File: src/rtl/ahd_map.svh
// Register offsets, field positions, reset values and timing counts
`ifndef AHD_MAP_SVH
`define AHD_MAP_SVH
`define AHD_AXES 4
`define AHD_CLK_MHZ 125
`define AHD_STEP_HI_NS 1000
`define AHD_STEP_HI_CYC ((`AHD_STEP_HI_NS * `AHD_CLK_MHZ + 999) / 1000)
`define AHD_RAMP_STEPS 8
`define AHD_CTRL_OFS 8'h00
`define AHD_CMD_OFS 8'h04
`define AHD_PARAM_OFS 8'h08
`define AHD_STAT_OFS 8'h0c
`define AHD_DFLAG_OFS 8'h10
`define AHD_VEL_OFS 8'h20
`define AHD_NEAR_OFS 8'h30
`define AHD_POS_OFS 8'h40
`define AHD_CTRL_MODE 1:0
`define AHD_CTRL_INDEP 2
`define AHD_CTRL_IRQEN 3
`define AHD_CTRL_HOLD 7:4
`define AHD_CTRL_NEAREN 11:8
`define AHD_CMD_OP 2:0
`define AHD_CMD_AXIS 5:4
`define AHD_CMD_HASPAR 8
`define AHD_CTRL_RST 12'h000
`define AHD_VEL_RST 24'h01e848
`define AHD_NEAR_RST 16'h0000
`define AHD_RESP_OK 2'b00
`define AHD_RESP_ERR 2'b10
`endif

File: src/rtl/ahd_pkg.sv
// Types and shared helpers of the axis homing and done block
package ahd_pkg;
  typedef enum logic [2:0] {AHD_OP_NONE, AHD_OP_HOME_FWD, AHD_OP_HOME_REV, AHD_OP_KILL_FWD,
    AHD_OP_KILL_REV, AHD_OP_CLEAR} ahd_op_e;
  typedef enum logic [1:0] {AHD_MODE_SINGLE, AHD_MODE_EVERY, AHD_MODE_ACTIVE} ahd_mode_e;
  typedef logic [23:0] ahd_rate_t;
  typedef logic [31:0] ahd_word_t;

  function automatic ahd_word_t ahd_strb(ahd_word_t old, ahd_word_t nw, logic [3:0] strb);
    for (int b = 0; b < 4; b++) begin
      ahd_strb[b*8 +: 8] = strb[b] ? nw[b*8 +: 8] : old[b*8 +: 8];
    end
  endfunction : ahd_strb

  function automatic logic ahd_multi(logic [1:0] m);
    ahd_multi = (m != 2'(AHD_MODE_SINGLE));
  endfunction : ahd_multi
endpackage : ahd_pkg

File: src/rtl/ahd_stepgen.sv
// Step pulse generator with a stretching deceleration ramp
`timescale 1ns/1ps
`include "ahd_map.svh"
module ahd_stepgen
  import ahd_pkg::*;
(
  input wire logic clk_in,
  input wire logic srst_in,
  input wire logic run_in,
  input wire logic ramp_in,
  input wire logic kill_in,
  input wire ahd_rate_t period_in,
  output logic step_out,
  output logic step_evt_out,
  output logic done_out
);
  localparam ahd_rate_t HI = ahd_rate_t'(`AHD_STEP_HI_CYC);
  localparam ahd_rate_t MIN = ahd_rate_t'(2 * `AHD_STEP_HI_CYC);
  localparam logic [3:0] RAMP = 4'(`AHD_RAMP_STEPS);
  ahd_rate_t cnt;
  ahd_rate_t cur;
  logic ramping;
  logic [3:0] left;
  logic live;
  logic wrap;

  assign live = run_in && !kill_in;
  assign wrap = (cnt == cur - 24'h000001);
  assign step_evt_out = live && (cnt == 24'h000000);

  always_ff @(posedge clk_in) begin
    if (srst_in || !live) begin
      cnt <= 24'h000000;
      cur <= (period_in < MIN) ? MIN : period_in;
    end else begin
      cnt <= wrap ? 24'h000000 : cnt + 24'h000001;
      // Each ramp step lengthens the period by a quarter, saturating near the top
      if (wrap && ramping && cur[23:22] == 2'h0) begin
        cur <= cur + (cur >> 2);
      end
    end
  end

  always_ff @(posedge clk_in) begin
    if (srst_in || !live) begin
      ramping <= 1'b0;
      left <= 4'h0;
    end else if (ramp_in) begin
      ramping <= 1'b1;
      left <= RAMP;
    end else if (wrap && ramping) begin
      left <= left - 4'h1;
    end
  end

  always_ff @(posedge clk_in) begin
    if (srst_in) begin
      step_out <= 1'b0;
      done_out <= 1'b0;
    end else begin
      step_out <= live && (cnt < HI);
      done_out <= live && wrap && ramping && (left == 4'h1);
    end
  end
endmodule : ahd_stepgen

File: src/rtl/ahd_axis.sv
// One axis: seek home, load or keep the position, ramp down or kill
`timescale 1ns/1ps
module ahd_axis
  import ahd_pkg::*;
(
  input wire logic clk_in,
  input wire logic srst_in,
  input wire logic start_in,
  input wire logic dir_in,
  input wire logic kill_mode_in,
  input wire ahd_word_t load_in,
  input wire ahd_rate_t period_in,
  input wire logic home_in,
  output logic step_out,
  output logic dir_out,
  output logic busy_out,
  output ahd_word_t pos_out
);
  typedef enum logic [1:0] {AX_IDLE, AX_SEEK, AX_DECEL} ahd_axst_e;
  ahd_axst_e state;
  logic kill_mode;
  ahd_word_t load_val;
  logic hit;
  logic evt;
  logic gen_done;

  assign hit = (state == AX_SEEK) && home_in;
  assign busy_out = (state != AX_IDLE);

  ahd_stepgen u_gen (
    .clk_in(clk_in),
    .srst_in(srst_in),
    .run_in(busy_out),
    .ramp_in(hit && !kill_mode),
    .kill_in(hit && kill_mode),
    .period_in(period_in),
    .step_out(step_out),
    .step_evt_out(evt),
    .done_out(gen_done)
  );

  always_ff @(posedge clk_in) begin
    if (srst_in) begin
      state <= AX_IDLE;
    end else begin
      unique case (state)
        AX_IDLE: if (start_in) state <= AX_SEEK;
        AX_SEEK: if (home_in) state <= kill_mode ? AX_IDLE : AX_DECEL;
        AX_DECEL: if (gen_done) state <= AX_IDLE;
      endcase
    end
  end

  always_ff @(posedge clk_in) begin
    if (srst_in) begin
      dir_out <= 1'b0;
      kill_mode <= 1'b0;
      load_val <= 32'h00000000;
    end else if (start_in && state == AX_IDLE) begin
      dir_out <= dir_in;
      kill_mode <= kill_mode_in;
      load_val <= load_in;
    end
  end

  // Kill leaves the count alone; a ramped home loads it at the switch
  always_ff @(posedge clk_in) begin
    if (srst_in) begin
      pos_out <= 32'h00000000;
    end else if (hit && !kill_mode) begin
      pos_out <= load_val;
    end else if (evt) begin
      pos_out <= dir_out ? pos_out - 32'h00000001 : pos_out + 32'h00000001;
    end
  end
endmodule : ahd_axis

File: src/rtl/ahd_top.sv
// Homing commands, done flags and host interrupt behind an AXI4-Lite slave
`timescale 1ns/1ps
`include "ahd_map.svh"
module ahd_top
  import ahd_pkg::*;
(
  input wire logic REF_CLK_IN,
  input wire logic SRST_IN,
  input wire logic [7:0] AXI_AWADDR_IN,
  input wire logic AXI_AWVALID_IN,
  output logic AXI_AWREADY_OUT,
  input wire logic [31:0] AXI_WDATA_IN,
  input wire logic [3:0] AXI_WSTRB_IN,
  input wire logic AXI_WVALID_IN,
  output logic AXI_WREADY_OUT,
  output logic [1:0] AXI_BRESP_OUT,
  output logic AXI_BVALID_OUT,
  input wire logic AXI_BREADY_IN,
  input wire logic [7:0] AXI_ARADDR_IN,
  input wire logic AXI_ARVALID_IN,
  output logic AXI_ARREADY_OUT,
  output logic [31:0] AXI_RDATA_OUT,
  output logic [1:0] AXI_RRESP_OUT,
  output logic AXI_RVALID_OUT,
  input wire logic AXI_RREADY_IN,
  input wire logic [3:0] HOME_IN,
  output logic [3:0] STEP_OUT,
  output logic [3:0] DIR_OUT,
  input wire logic [3:0] DONE_IRQ_CMD_IN,
  input wire logic [3:0] DEADBAND_DONE_CMD_IN,
  input wire logic [3:0] IN_DEADBAND_IN,
  input wire logic [3:0] MOVE_AXES_IN,
  input wire logic [3:0] MOVE_DONE_IN,
  input wire logic [3:0] DECEL_IN,
  input wire logic [63:0] REMAIN_IN,
  input wire logic START_MOVE_CLEAR_DONE_IN,
  output logic IRQ_OUT
);
  logic aw_ok;
  logic w_ok;
  logic [7:0] wr_addr;
  ahd_word_t wdata;
  logic [3:0] wstrb;
  logic wr_go;
  logic [11:0] ctrl;
  ahd_word_t param;
  ahd_rate_t vel [4];
  logic [15:0] near [4];
  ahd_word_t pos [4];
  logic [1:0] mode;
  logic [3:0] hold;
  logic [3:0] near_en;
  logic cmd_go;
  ahd_op_e op;
  logic [1:0] ax;
  logic is_home;
  logic home_ok;
  logic home_rej;
  logic flag_clear;
  logic clr_done;
  logic [3:0] start;
  logic [3:0] busy;
  ahd_word_t load;
  logic [3:0] de;
  logic [3:0] de_g;
  logic [3:0] ie;
  logic [3:0] next_flags;
  logic [3:0] axis_done;
  logic [3:0] pend_db;
  logic [3:0] near_hit;
  logic [3:0] near_fired;
  logic sum_set;
  logic sum_done;
  logic near_flag;
  logic indep_flag;
  logic err_flag;
  ahd_word_t rd_word;

  function automatic logic reg_ok(logic [7:0] a);
    reg_ok = (a[1:0] == 2'h0) && (a[7:4] <= 4'h4) && (a[7:4] != 4'h1 || a[3:2] == 2'h0);
  endfunction : reg_ok

  // ****************************************
  // AXI4-Lite slave
  // ****************************************
  assign AXI_AWREADY_OUT = !aw_ok && !AXI_BVALID_OUT;
  assign AXI_WREADY_OUT = !w_ok && !AXI_BVALID_OUT;
  assign AXI_ARREADY_OUT = !AXI_RVALID_OUT;
  assign wr_go = aw_ok && w_ok && !AXI_BVALID_OUT;

  always_ff @(posedge REF_CLK_IN) begin
    if (SRST_IN) begin
      aw_ok <= 1'b0;
      w_ok <= 1'b0;
      wr_addr <= 8'h00;
      wdata <= 32'h00000000;
      wstrb <= 4'h0;
      AXI_BVALID_OUT <= 1'b0;
      AXI_BRESP_OUT <= `AHD_RESP_OK;
    end else begin
      if (AXI_AWVALID_IN && AXI_AWREADY_OUT) begin
        aw_ok <= 1'b1;
        wr_addr <= AXI_AWADDR_IN;
      end
      if (AXI_WVALID_IN && AXI_WREADY_OUT) begin
        w_ok <= 1'b1;
        wdata <= AXI_WDATA_IN;
        wstrb <= AXI_WSTRB_IN;
      end
      if (wr_go) begin
        aw_ok <= 1'b0;
        w_ok <= 1'b0;
        AXI_BVALID_OUT <= 1'b1;
        AXI_BRESP_OUT <= reg_ok(wr_addr) ? `AHD_RESP_OK : `AHD_RESP_ERR;
      end else if (AXI_BREADY_IN) begin
        AXI_BVALID_OUT <= 1'b0;
      end
    end
  end

  always_ff @(posedge REF_CLK_IN) begin
    if (SRST_IN) begin
      AXI_RVALID_OUT <= 1'b0;
      AXI_RDATA_OUT <= 32'h00000000;
      AXI_RRESP_OUT <= `AHD_RESP_OK;
    end else if (AXI_ARVALID_IN && AXI_ARREADY_OUT) begin
      AXI_RVALID_OUT <= 1'b1;
      AXI_RDATA_OUT <= rd_word;
      AXI_RRESP_OUT <= reg_ok(AXI_ARADDR_IN) ? `AHD_RESP_OK : `AHD_RESP_ERR;
    end else if (AXI_RREADY_IN) begin
      AXI_RVALID_OUT <= 1'b0;
    end
  end

  always_comb begin
    rd_word = 32'h00000000;
    case (AXI_ARADDR_IN[7:4])
      4'h0: begin
        case (AXI_ARADDR_IN[3:2])
          2'h0: rd_word = {20'h00000, ctrl};
          2'h2: rd_word = param;
          2'h3: rd_word = {24'h000000, busy, indep_flag, near_flag, err_flag, sum_done};
          default: rd_word = 32'h00000000;
        endcase
      end
      4'h1: rd_word = {28'h0000000, axis_done};
      4'h2: rd_word = {8'h00, vel[AXI_ARADDR_IN[3:2]]};
      4'h3: rd_word = {16'h0000, near[AXI_ARADDR_IN[3:2]]};
      4'h4: rd_word = pos[AXI_ARADDR_IN[3:2]];
      default: rd_word = 32'h00000000;
    endcase
  end

  // ****************************************
  // Registers and commands
  // ****************************************
  always_ff @(posedge REF_CLK_IN) begin
    if (SRST_IN) begin
      ctrl <= `AHD_CTRL_RST;
      param <= 32'h00000000;
      for (int i = 0; i < `AHD_AXES; i++) begin
        vel[i] <= `AHD_VEL_RST;
        near[i] <= `AHD_NEAR_RST;
      end
    end else if (wr_go && reg_ok(wr_addr)) begin
      if (wr_addr == `AHD_CTRL_OFS) ctrl <= 12'(ahd_strb({20'h00000, ctrl}, wdata, wstrb));
      if (wr_addr == `AHD_PARAM_OFS) param <= ahd_strb(param, wdata, wstrb);
      if (wr_addr[7:4] == `AHD_VEL_OFS >> 4) begin
        vel[wr_addr[3:2]] <= 24'(ahd_strb({8'h00, vel[wr_addr[3:2]]}, wdata, wstrb));
      end
      if (wr_addr[7:4] == `AHD_NEAR_OFS >> 4) begin
        near[wr_addr[3:2]] <= 16'(ahd_strb({16'h0000, near[wr_addr[3:2]]}, wdata, wstrb));
      end
    end
  end

  assign mode = ctrl[`AHD_CTRL_MODE];
  assign hold = ctrl[`AHD_CTRL_HOLD];
  assign near_en = ctrl[`AHD_CTRL_NEAREN];
  assign cmd_go = wr_go && wr_addr == `AHD_CMD_OFS && wstrb[0];
  assign op = ahd_op_e'(wdata[`AHD_CMD_OP]);
  assign ax = wdata[`AHD_CMD_AXIS];
  assign is_home = op inside {AHD_OP_HOME_FWD, AHD_OP_HOME_REV, AHD_OP_KILL_FWD, AHD_OP_KILL_REV};
  assign home_ok = cmd_go && is_home && !ahd_multi(mode) && !busy[ax];
  assign home_rej = cmd_go && is_home && !home_ok;
  assign start = home_ok ? (4'h1 << ax) : 4'h0;
  assign load = (wdata[`AHD_CMD_HASPAR] && wstrb[1]) ? param : 32'h00000000;
  assign flag_clear = cmd_go && op == AHD_OP_CLEAR;
  assign clr_done = flag_clear || START_MOVE_CLEAR_DONE_IN;

  for (genvar i = 0; i < `AHD_AXES; i++) begin : g_ax
    ahd_axis u_ax (
      .clk_in(REF_CLK_IN),
      .srst_in(SRST_IN),
      .start_in(start[i]),
      .dir_in(op == AHD_OP_HOME_REV || op == AHD_OP_KILL_REV),
      .kill_mode_in(op == AHD_OP_KILL_FWD || op == AHD_OP_KILL_REV),
      .load_in(load),
      .period_in(vel[i]),
      .home_in(HOME_IN[i]),
      .step_out(STEP_OUT[i]),
      .dir_out(DIR_OUT[i]),
      .busy_out(busy[i]),
      .pos_out(pos[i])
    );
  end

  // ****************************************
  // Done, nearly-done and interrupt flags
  // ****************************************
  always_comb begin
    de = DONE_IRQ_CMD_IN | (DEADBAND_DONE_CMD_IN & ~hold) | (pend_db & IN_DEADBAND_IN);
    de_g = (mode == 2'(AHD_MODE_ACTIVE)) ? (de & MOVE_AXES_IN) : de;
    ie = ctrl[`AHD_CTRL_INDEP] ? (MOVE_DONE_IN & MOVE_AXES_IN) : 4'h0;
    next_flags = axis_done | de_g | ie;
    for (int i = 0; i < `AHD_AXES; i++) begin
      near_hit[i] = DECEL_IN[i] && near_en[i] && !near_fired[i] &&
        REMAIN_IN[i*16 +: 16] <= near[i];
    end
    case (mode)
      2'(AHD_MODE_EVERY): sum_set = (|de_g) && (&next_flags);
      2'(AHD_MODE_ACTIVE): sum_set = (|de_g) && (next_flags & MOVE_AXES_IN) == MOVE_AXES_IN;
      default: sum_set = |de_g;
    endcase
  end

  // A flag set in the cycle of its clear survives
  always_ff @(posedge REF_CLK_IN) begin
    if (SRST_IN) begin
      axis_done <= 4'h0;
      sum_done <= 1'b0;
      pend_db <= 4'h0;
    end else begin
      axis_done <= (clr_done ? 4'h0 : axis_done) | de_g | ie;
      sum_done <= (clr_done ? 1'b0 : sum_done) | sum_set | (|ie);
      pend_db <= (clr_done ? 4'h0 : pend_db & ~de) | (DEADBAND_DONE_CMD_IN & hold);
    end
  end

  always_ff @(posedge REF_CLK_IN) begin
    if (SRST_IN) begin
      near_fired <= 4'h0;
      near_flag <= 1'b0;
      indep_flag <= 1'b0;
      err_flag <= 1'b0;
      IRQ_OUT <= 1'b0;
    end else begin
      near_fired <= (near_fired & ~MOVE_DONE_IN) | near_hit;
      near_flag <= (flag_clear ? 1'b0 : near_flag) | (|near_hit);
      indep_flag <= (flag_clear ? 1'b0 : indep_flag) | (|ie);
      err_flag <= (flag_clear ? 1'b0 : err_flag) | home_rej;
      IRQ_OUT <= ctrl[`AHD_CTRL_IRQEN] && (sum_done || near_flag || indep_flag || err_flag);
    end
  end
endmodule : ahd_top

File: config.mk
export PLATFORM = sky130hd
export DESIGN_NAME = ahd_top
export DESIGN_NICKNAME = d
export VERILOG_FILES = /design/src/rtl/ahd_pkg.sv /design/src/rtl/ahd_stepgen.sv /design/src/rtl/ahd_axis.sv /design/src/rtl/ahd_top.sv
export VERILOG_INCLUDE_DIRS = /design/src /design/src/rtl
export SDC_FILE = /design/constraint.sdc
export NUM_CORES = 2
export LEC_CHECK = 0
export BUFFER_PORTS_ARGS = -buffer_cell sky130_fd_sc_hd__buf_2
export CORE_ASPECT_RATIO = 0.8
export CORE_MARGIN = 3
export CORE_UTILIZATION = 30
export CTS_CLUSTER_DIAMETER = 120
export DETAILED_ROUTE_END_ITERATION = 10
export SYNTH_ARGS = -nofsm -noshare
export SYNTH_HDL_FRONTEND = slang
export SYNTH_SLANG_ARGS = --single-unit
File: constraint.sdc
create_clock -name REF_CLK_IN -period 15.7 [get_ports REF_CLK_IN]
set_input_delay 1.57 -clock REF_CLK_IN [delete_from_list [all_inputs] [get_ports REF_CLK_IN]]
set_output_delay 1.57 -clock REF_CLK_IN [all_outputs]
set_load 0.05 [all_outputs]
==> impl_metrics.json <==
{
  "drt_pre_antenna_iters": 7,
  "cts.clk_slew.worst_paths_ns": 0.06,
  "drt_iter0_markers": 5075,
  "tritoncts.num_buffers": 91,
  "cts_hold_buf": 0,
  "r2r_end": "g_ax[3].u_ax.u_gen.cur[22]$_DFFE_PP_",
  "grt_max_degree": 91,
  "worstPathRequired_ns": 16.01,
  "critPathLaunchType": "flip-flop",
  "synthArstFlopShare_pct": 0,
  "setup_viol": 0,
  "cts_setup_buffers": 0,
  "synth-seq-cells": 795,
  "wl_microns": 177000,
  "clk_path_buf_depth": 3,
  "insertion_delay_ns": 0.73,
  "power_leakage_nw": 21.0,
  "initial_core_util_pct": 30.4,
  "core.rowCount": 132,
  "grt_pass1_vias": 40400,
  "gp_congestion": 0.939,
  "antenna_found_initial": 11,
  "route.detailed.drc": 0,
  "min_period_over_period_pct": 30.7,
  "post_cts_resize_count": 0,
  "setup_ws_ns": 10.88,
  "cts_tree": "done",
  "drv_slew": 0,
  "dpl_worst_slack_ns": 10.85,
  "die-width_microns": 460,
  "synth-seq-area-share_pct": 37.3,
  "fp.dieH_microns": 369,
  "critPathMaxStageDelay_ns": 1.01,
  "maxSlewHeadroom_pct": 16.5,
  "via_per_inst": 5.49,
  "syn_inst": 5792,
  "synth_top_flop_cell": "dfxtp_1",
  "cts-root-buf": "clkbuf_16",
  "skew_ns": 0.0423,
  "powerDensity_nw_per_um2": 94.4,
  "syn2layout_area_growth_pct": 12.3,
  "layout-drive-gt1-share_pct": 9.14,
  "track_usage_pct": 20.1,
  "ys_types": 92,
  "core_area_sq_um": 163000,
  "crit_slowest_cell": "o31ai_4",
  "status": "completed",
  "die_area_sq_um": 170000,
  "fmax_mhz": 207,
  "final_nets": 6310,
  "avgSynthCellArea_sq_um": 8.54,
  "min_delay_worst_endpoint": "g_ax[1].u_ax.load_val[31]$_SDFFE_PP0P_",
  "hold_path_class": "reg -> reg",
  "holdPathStages": 2,
  "ctsHtreeMaxLevel": 3,
  "place_hpwl_microns": 134000,
  "worstPathArrival_ns": 5.13,
  "io_buffers": 199,
  "min_period_ns": 4.82,
  "overflow": 0,
  "detail_route.wl_per_cell_microns": 21.9,
  "rsz0062_at_grt": "no",
  "setup_tns_ns": 0,
  "num_vias": 44400,
  "synth_edf_count": 256,
  "r2r_cells": 11,
  "yosysWarnings": 0,
  "cap_violations": 0,
  "postRouteAntennaNets": 0,
  "r2r_slack_ns": 10.88,
  "path_cells": "inv_1 -> ha_1 -> or4b_4 -> or3b_2 -> xnor2_1 -> nor4_1 -> nand4_1 -> nor3_1 -> nand3_1 -> or4_1 -> o31ai_4",
  "ios": 202,
  "synth_area_sq_um": 49500,
  "crit_fanout": 24,
  "reg2reg_from": "g_ax[3].u_ax.u_gen.cur[1]$_DFFE_PP_",
  "clock-sinks": 795,
  "ir_worst_vdd_uv": 79.4,
  "tightest_slew_ns": 1.24,
  "crit_path_end_kind": "flip-flop",
  "worstSetupPathType": "reg -> reg",
  "hold_viol_final": 0,
  "hp-start": "g_ax[1].u_ax.load_val[31]$_SDFFE_PP0P_",
  "grt_pass1_wl_microns": 263000
}
layout by cell type, fill, tap and decap left out, types with 22 or more instances in the layout:
master / instances
nand2_1: 666
nor2_1: 586
a21oi_1: 568
dfxtp_1: 539
ha_1: 309
o21ai_0: 278
edfxtp_1: 256
nand3_1: 236
inv_1: 232
xnor2_1: 221
buf_2: 196
xor2_1: 177
a21o_1: 120
and2_1: 119
nor3_1: 104
clkbuf_16: 92
mux4_2: 73
nand4_1: 66
and3_1: 63
buf_4: 62
nor4_1: 61
nand2b_1: 60
a211oi_1: 59
nor2b_1: 53
o21a_1: 48
a311oi_1: 48
a22oi_1: 44
or3_1: 40
o211ai_1: 38
mux2i_1: 36
o21bai_1: 33
a31oi_1: 32
clkbuf_1: 30
o31ai_1: 22
cell families after synthesis:
| logic type | Yosys count | share of synthesized area [%] |
|---|---|---|
| adders and majority gates | 317 | 8.14 |
| AOI/OAI and AO/OA | 1451 | 18.1 |
| buffers and inverters | 537 | 4.16 |
| DFF | 795 | 37.3 |
| and+or+nand+nor | 2176 | 20.9 |
| other | 1 | 0.00758 |
| muxes | 117 | 4.23 |
| xor gates and xnor gates | 398 | 7.04 |
report_power, final:
group	switching [mW]	total [mW]	internal [mW]
sequential	0.129	2.32	2.19
clock	0.950	2.18	1.23
combinational	0.455	0.747	0.292
how the worst max path moves through the flow:
| stage | startpoint | endpoint | slack (ns) | cells past startpoint |
|---|---|---|---|---|
| floorplan | g_ax[3].u_ax.u_gen.cur[1]$_DFFE_PP_ | g_ax[3].u_ax.u_gen.cur[0]$_DFFE_PP_ | 10.32 | 12 |
| global placement | SRST_IN | near[1][6]$_SDFFCE_PN0P_ | 10.52 | 5 |
| CTS | g_ax[3].u_ax.u_gen.cur[1]$_DFFE_PP_ | g_ax[3].u_ax.u_gen.cur[22]$_DFFE_PP_ | 10.82 | 11 |
| detailed placement | g_ax[3].u_ax.u_gen.cur[1]$_DFFE_PP_ | g_ax[3].u_ax.u_gen.cur[17]$_DFFE_PP_ | 10.85 | 11 |
| global route | g_ax[3].u_ax.u_gen.cur[1]$_DFFE_PP_ | g_ax[3].u_ax.u_gen.cur[22]$_DFFE_PP_ | 10.60 | 11 |
| finish | g_ax[3].u_ax.u_gen.cur[1]$_DFFE_PP_ | g_ax[3].u_ax.u_gen.cur[22]$_DFFE_PP_ | 10.88 | 11 |
sequential cells by signal, indices dropped and copies added (netlist names), 8 cells and up:
name                  cells
g_ax.u_ax.load_val      128
g_ax.u_ax.pos_out       128
g_ax.u_ax.u_gen.cnt      96
g_ax.u_ax.u_gen.cur      96
vel                      96
near                     64
AXI_RDATA_OUT            32
param                    32
wdata                    32
g_ax.u_ax.u_gen.left     16
ctrl                     12
g_ax.u_ax.state           8
wr_addr                   8
worst max-delay path, delay by kind of cell, from the launching register on:
family	cells	cell delay (ns)
XOR/XNOR	1	0.16
flip-flops	1	0.43
buffers and inverters	1	0.13
AO/OA/AOI/OAI	1	1.01
AND/OR/NAND/NOR	7	2.49
adder cells (fa/ha/maj)	1	0.21
area by class of cell:
type                    instances  area, sq um
diodes                         10         25.0
multi-input cells            4461        29100
repair buffers                259         1460
flip-flops and latches        795        18500
clock inverters                36          419
well taps                    2144         2680
inverters                     233          875
clock buffers                 134         2560
fillers                     16800       107000
cells in the mapped netlist (177+ instances only):
cell	instances	area, sq um
nand2_1	667	2500
nor2_1	589	2210
a21oi_1	568	2840
dfxtp_1	539	10800
ha_1	309	3870
o21ai_0	278	1390
clkbuf_1	275	1030
edfxtp_1	256	7690
nand3_1	236	1180
inv_1	233	875
xnor2_1	221	1940
xor2_1	177	1550
routing by layer:
metal,track usage [%],share of wire (%),vias up
met4,7.17,3.8,4
met1,29.5,45,21200
met2,28.8,41,1952
li1,-,-,20900
met5,0,0.014,-
met3,4.28,9.8,261
through the flow:
step / hold slack [ns] / utilization, % / cell area [sq um] / std cells / power (mW)
4_1_cts: 0.452 / 34.1 / 55500 / 8062 / 5.26
5_1_grt: 0.467 / 34.1 / 55500 / 8064 / 5.44
3_5_place_dp: 0.442 / 32.3 / 52600 / 7892 / 3.09
6_report: 0.452 / 34.1 / 55600 / 8072 / 5.24
3_3_place_gp: 0.435 / 32.3 / 52500 / 7892 / 3.08
2_1_floorplan: 0.413 / - / 49500 / 5793 / 2.84
No activity file was read; power rests on OpenSTA's default activity.
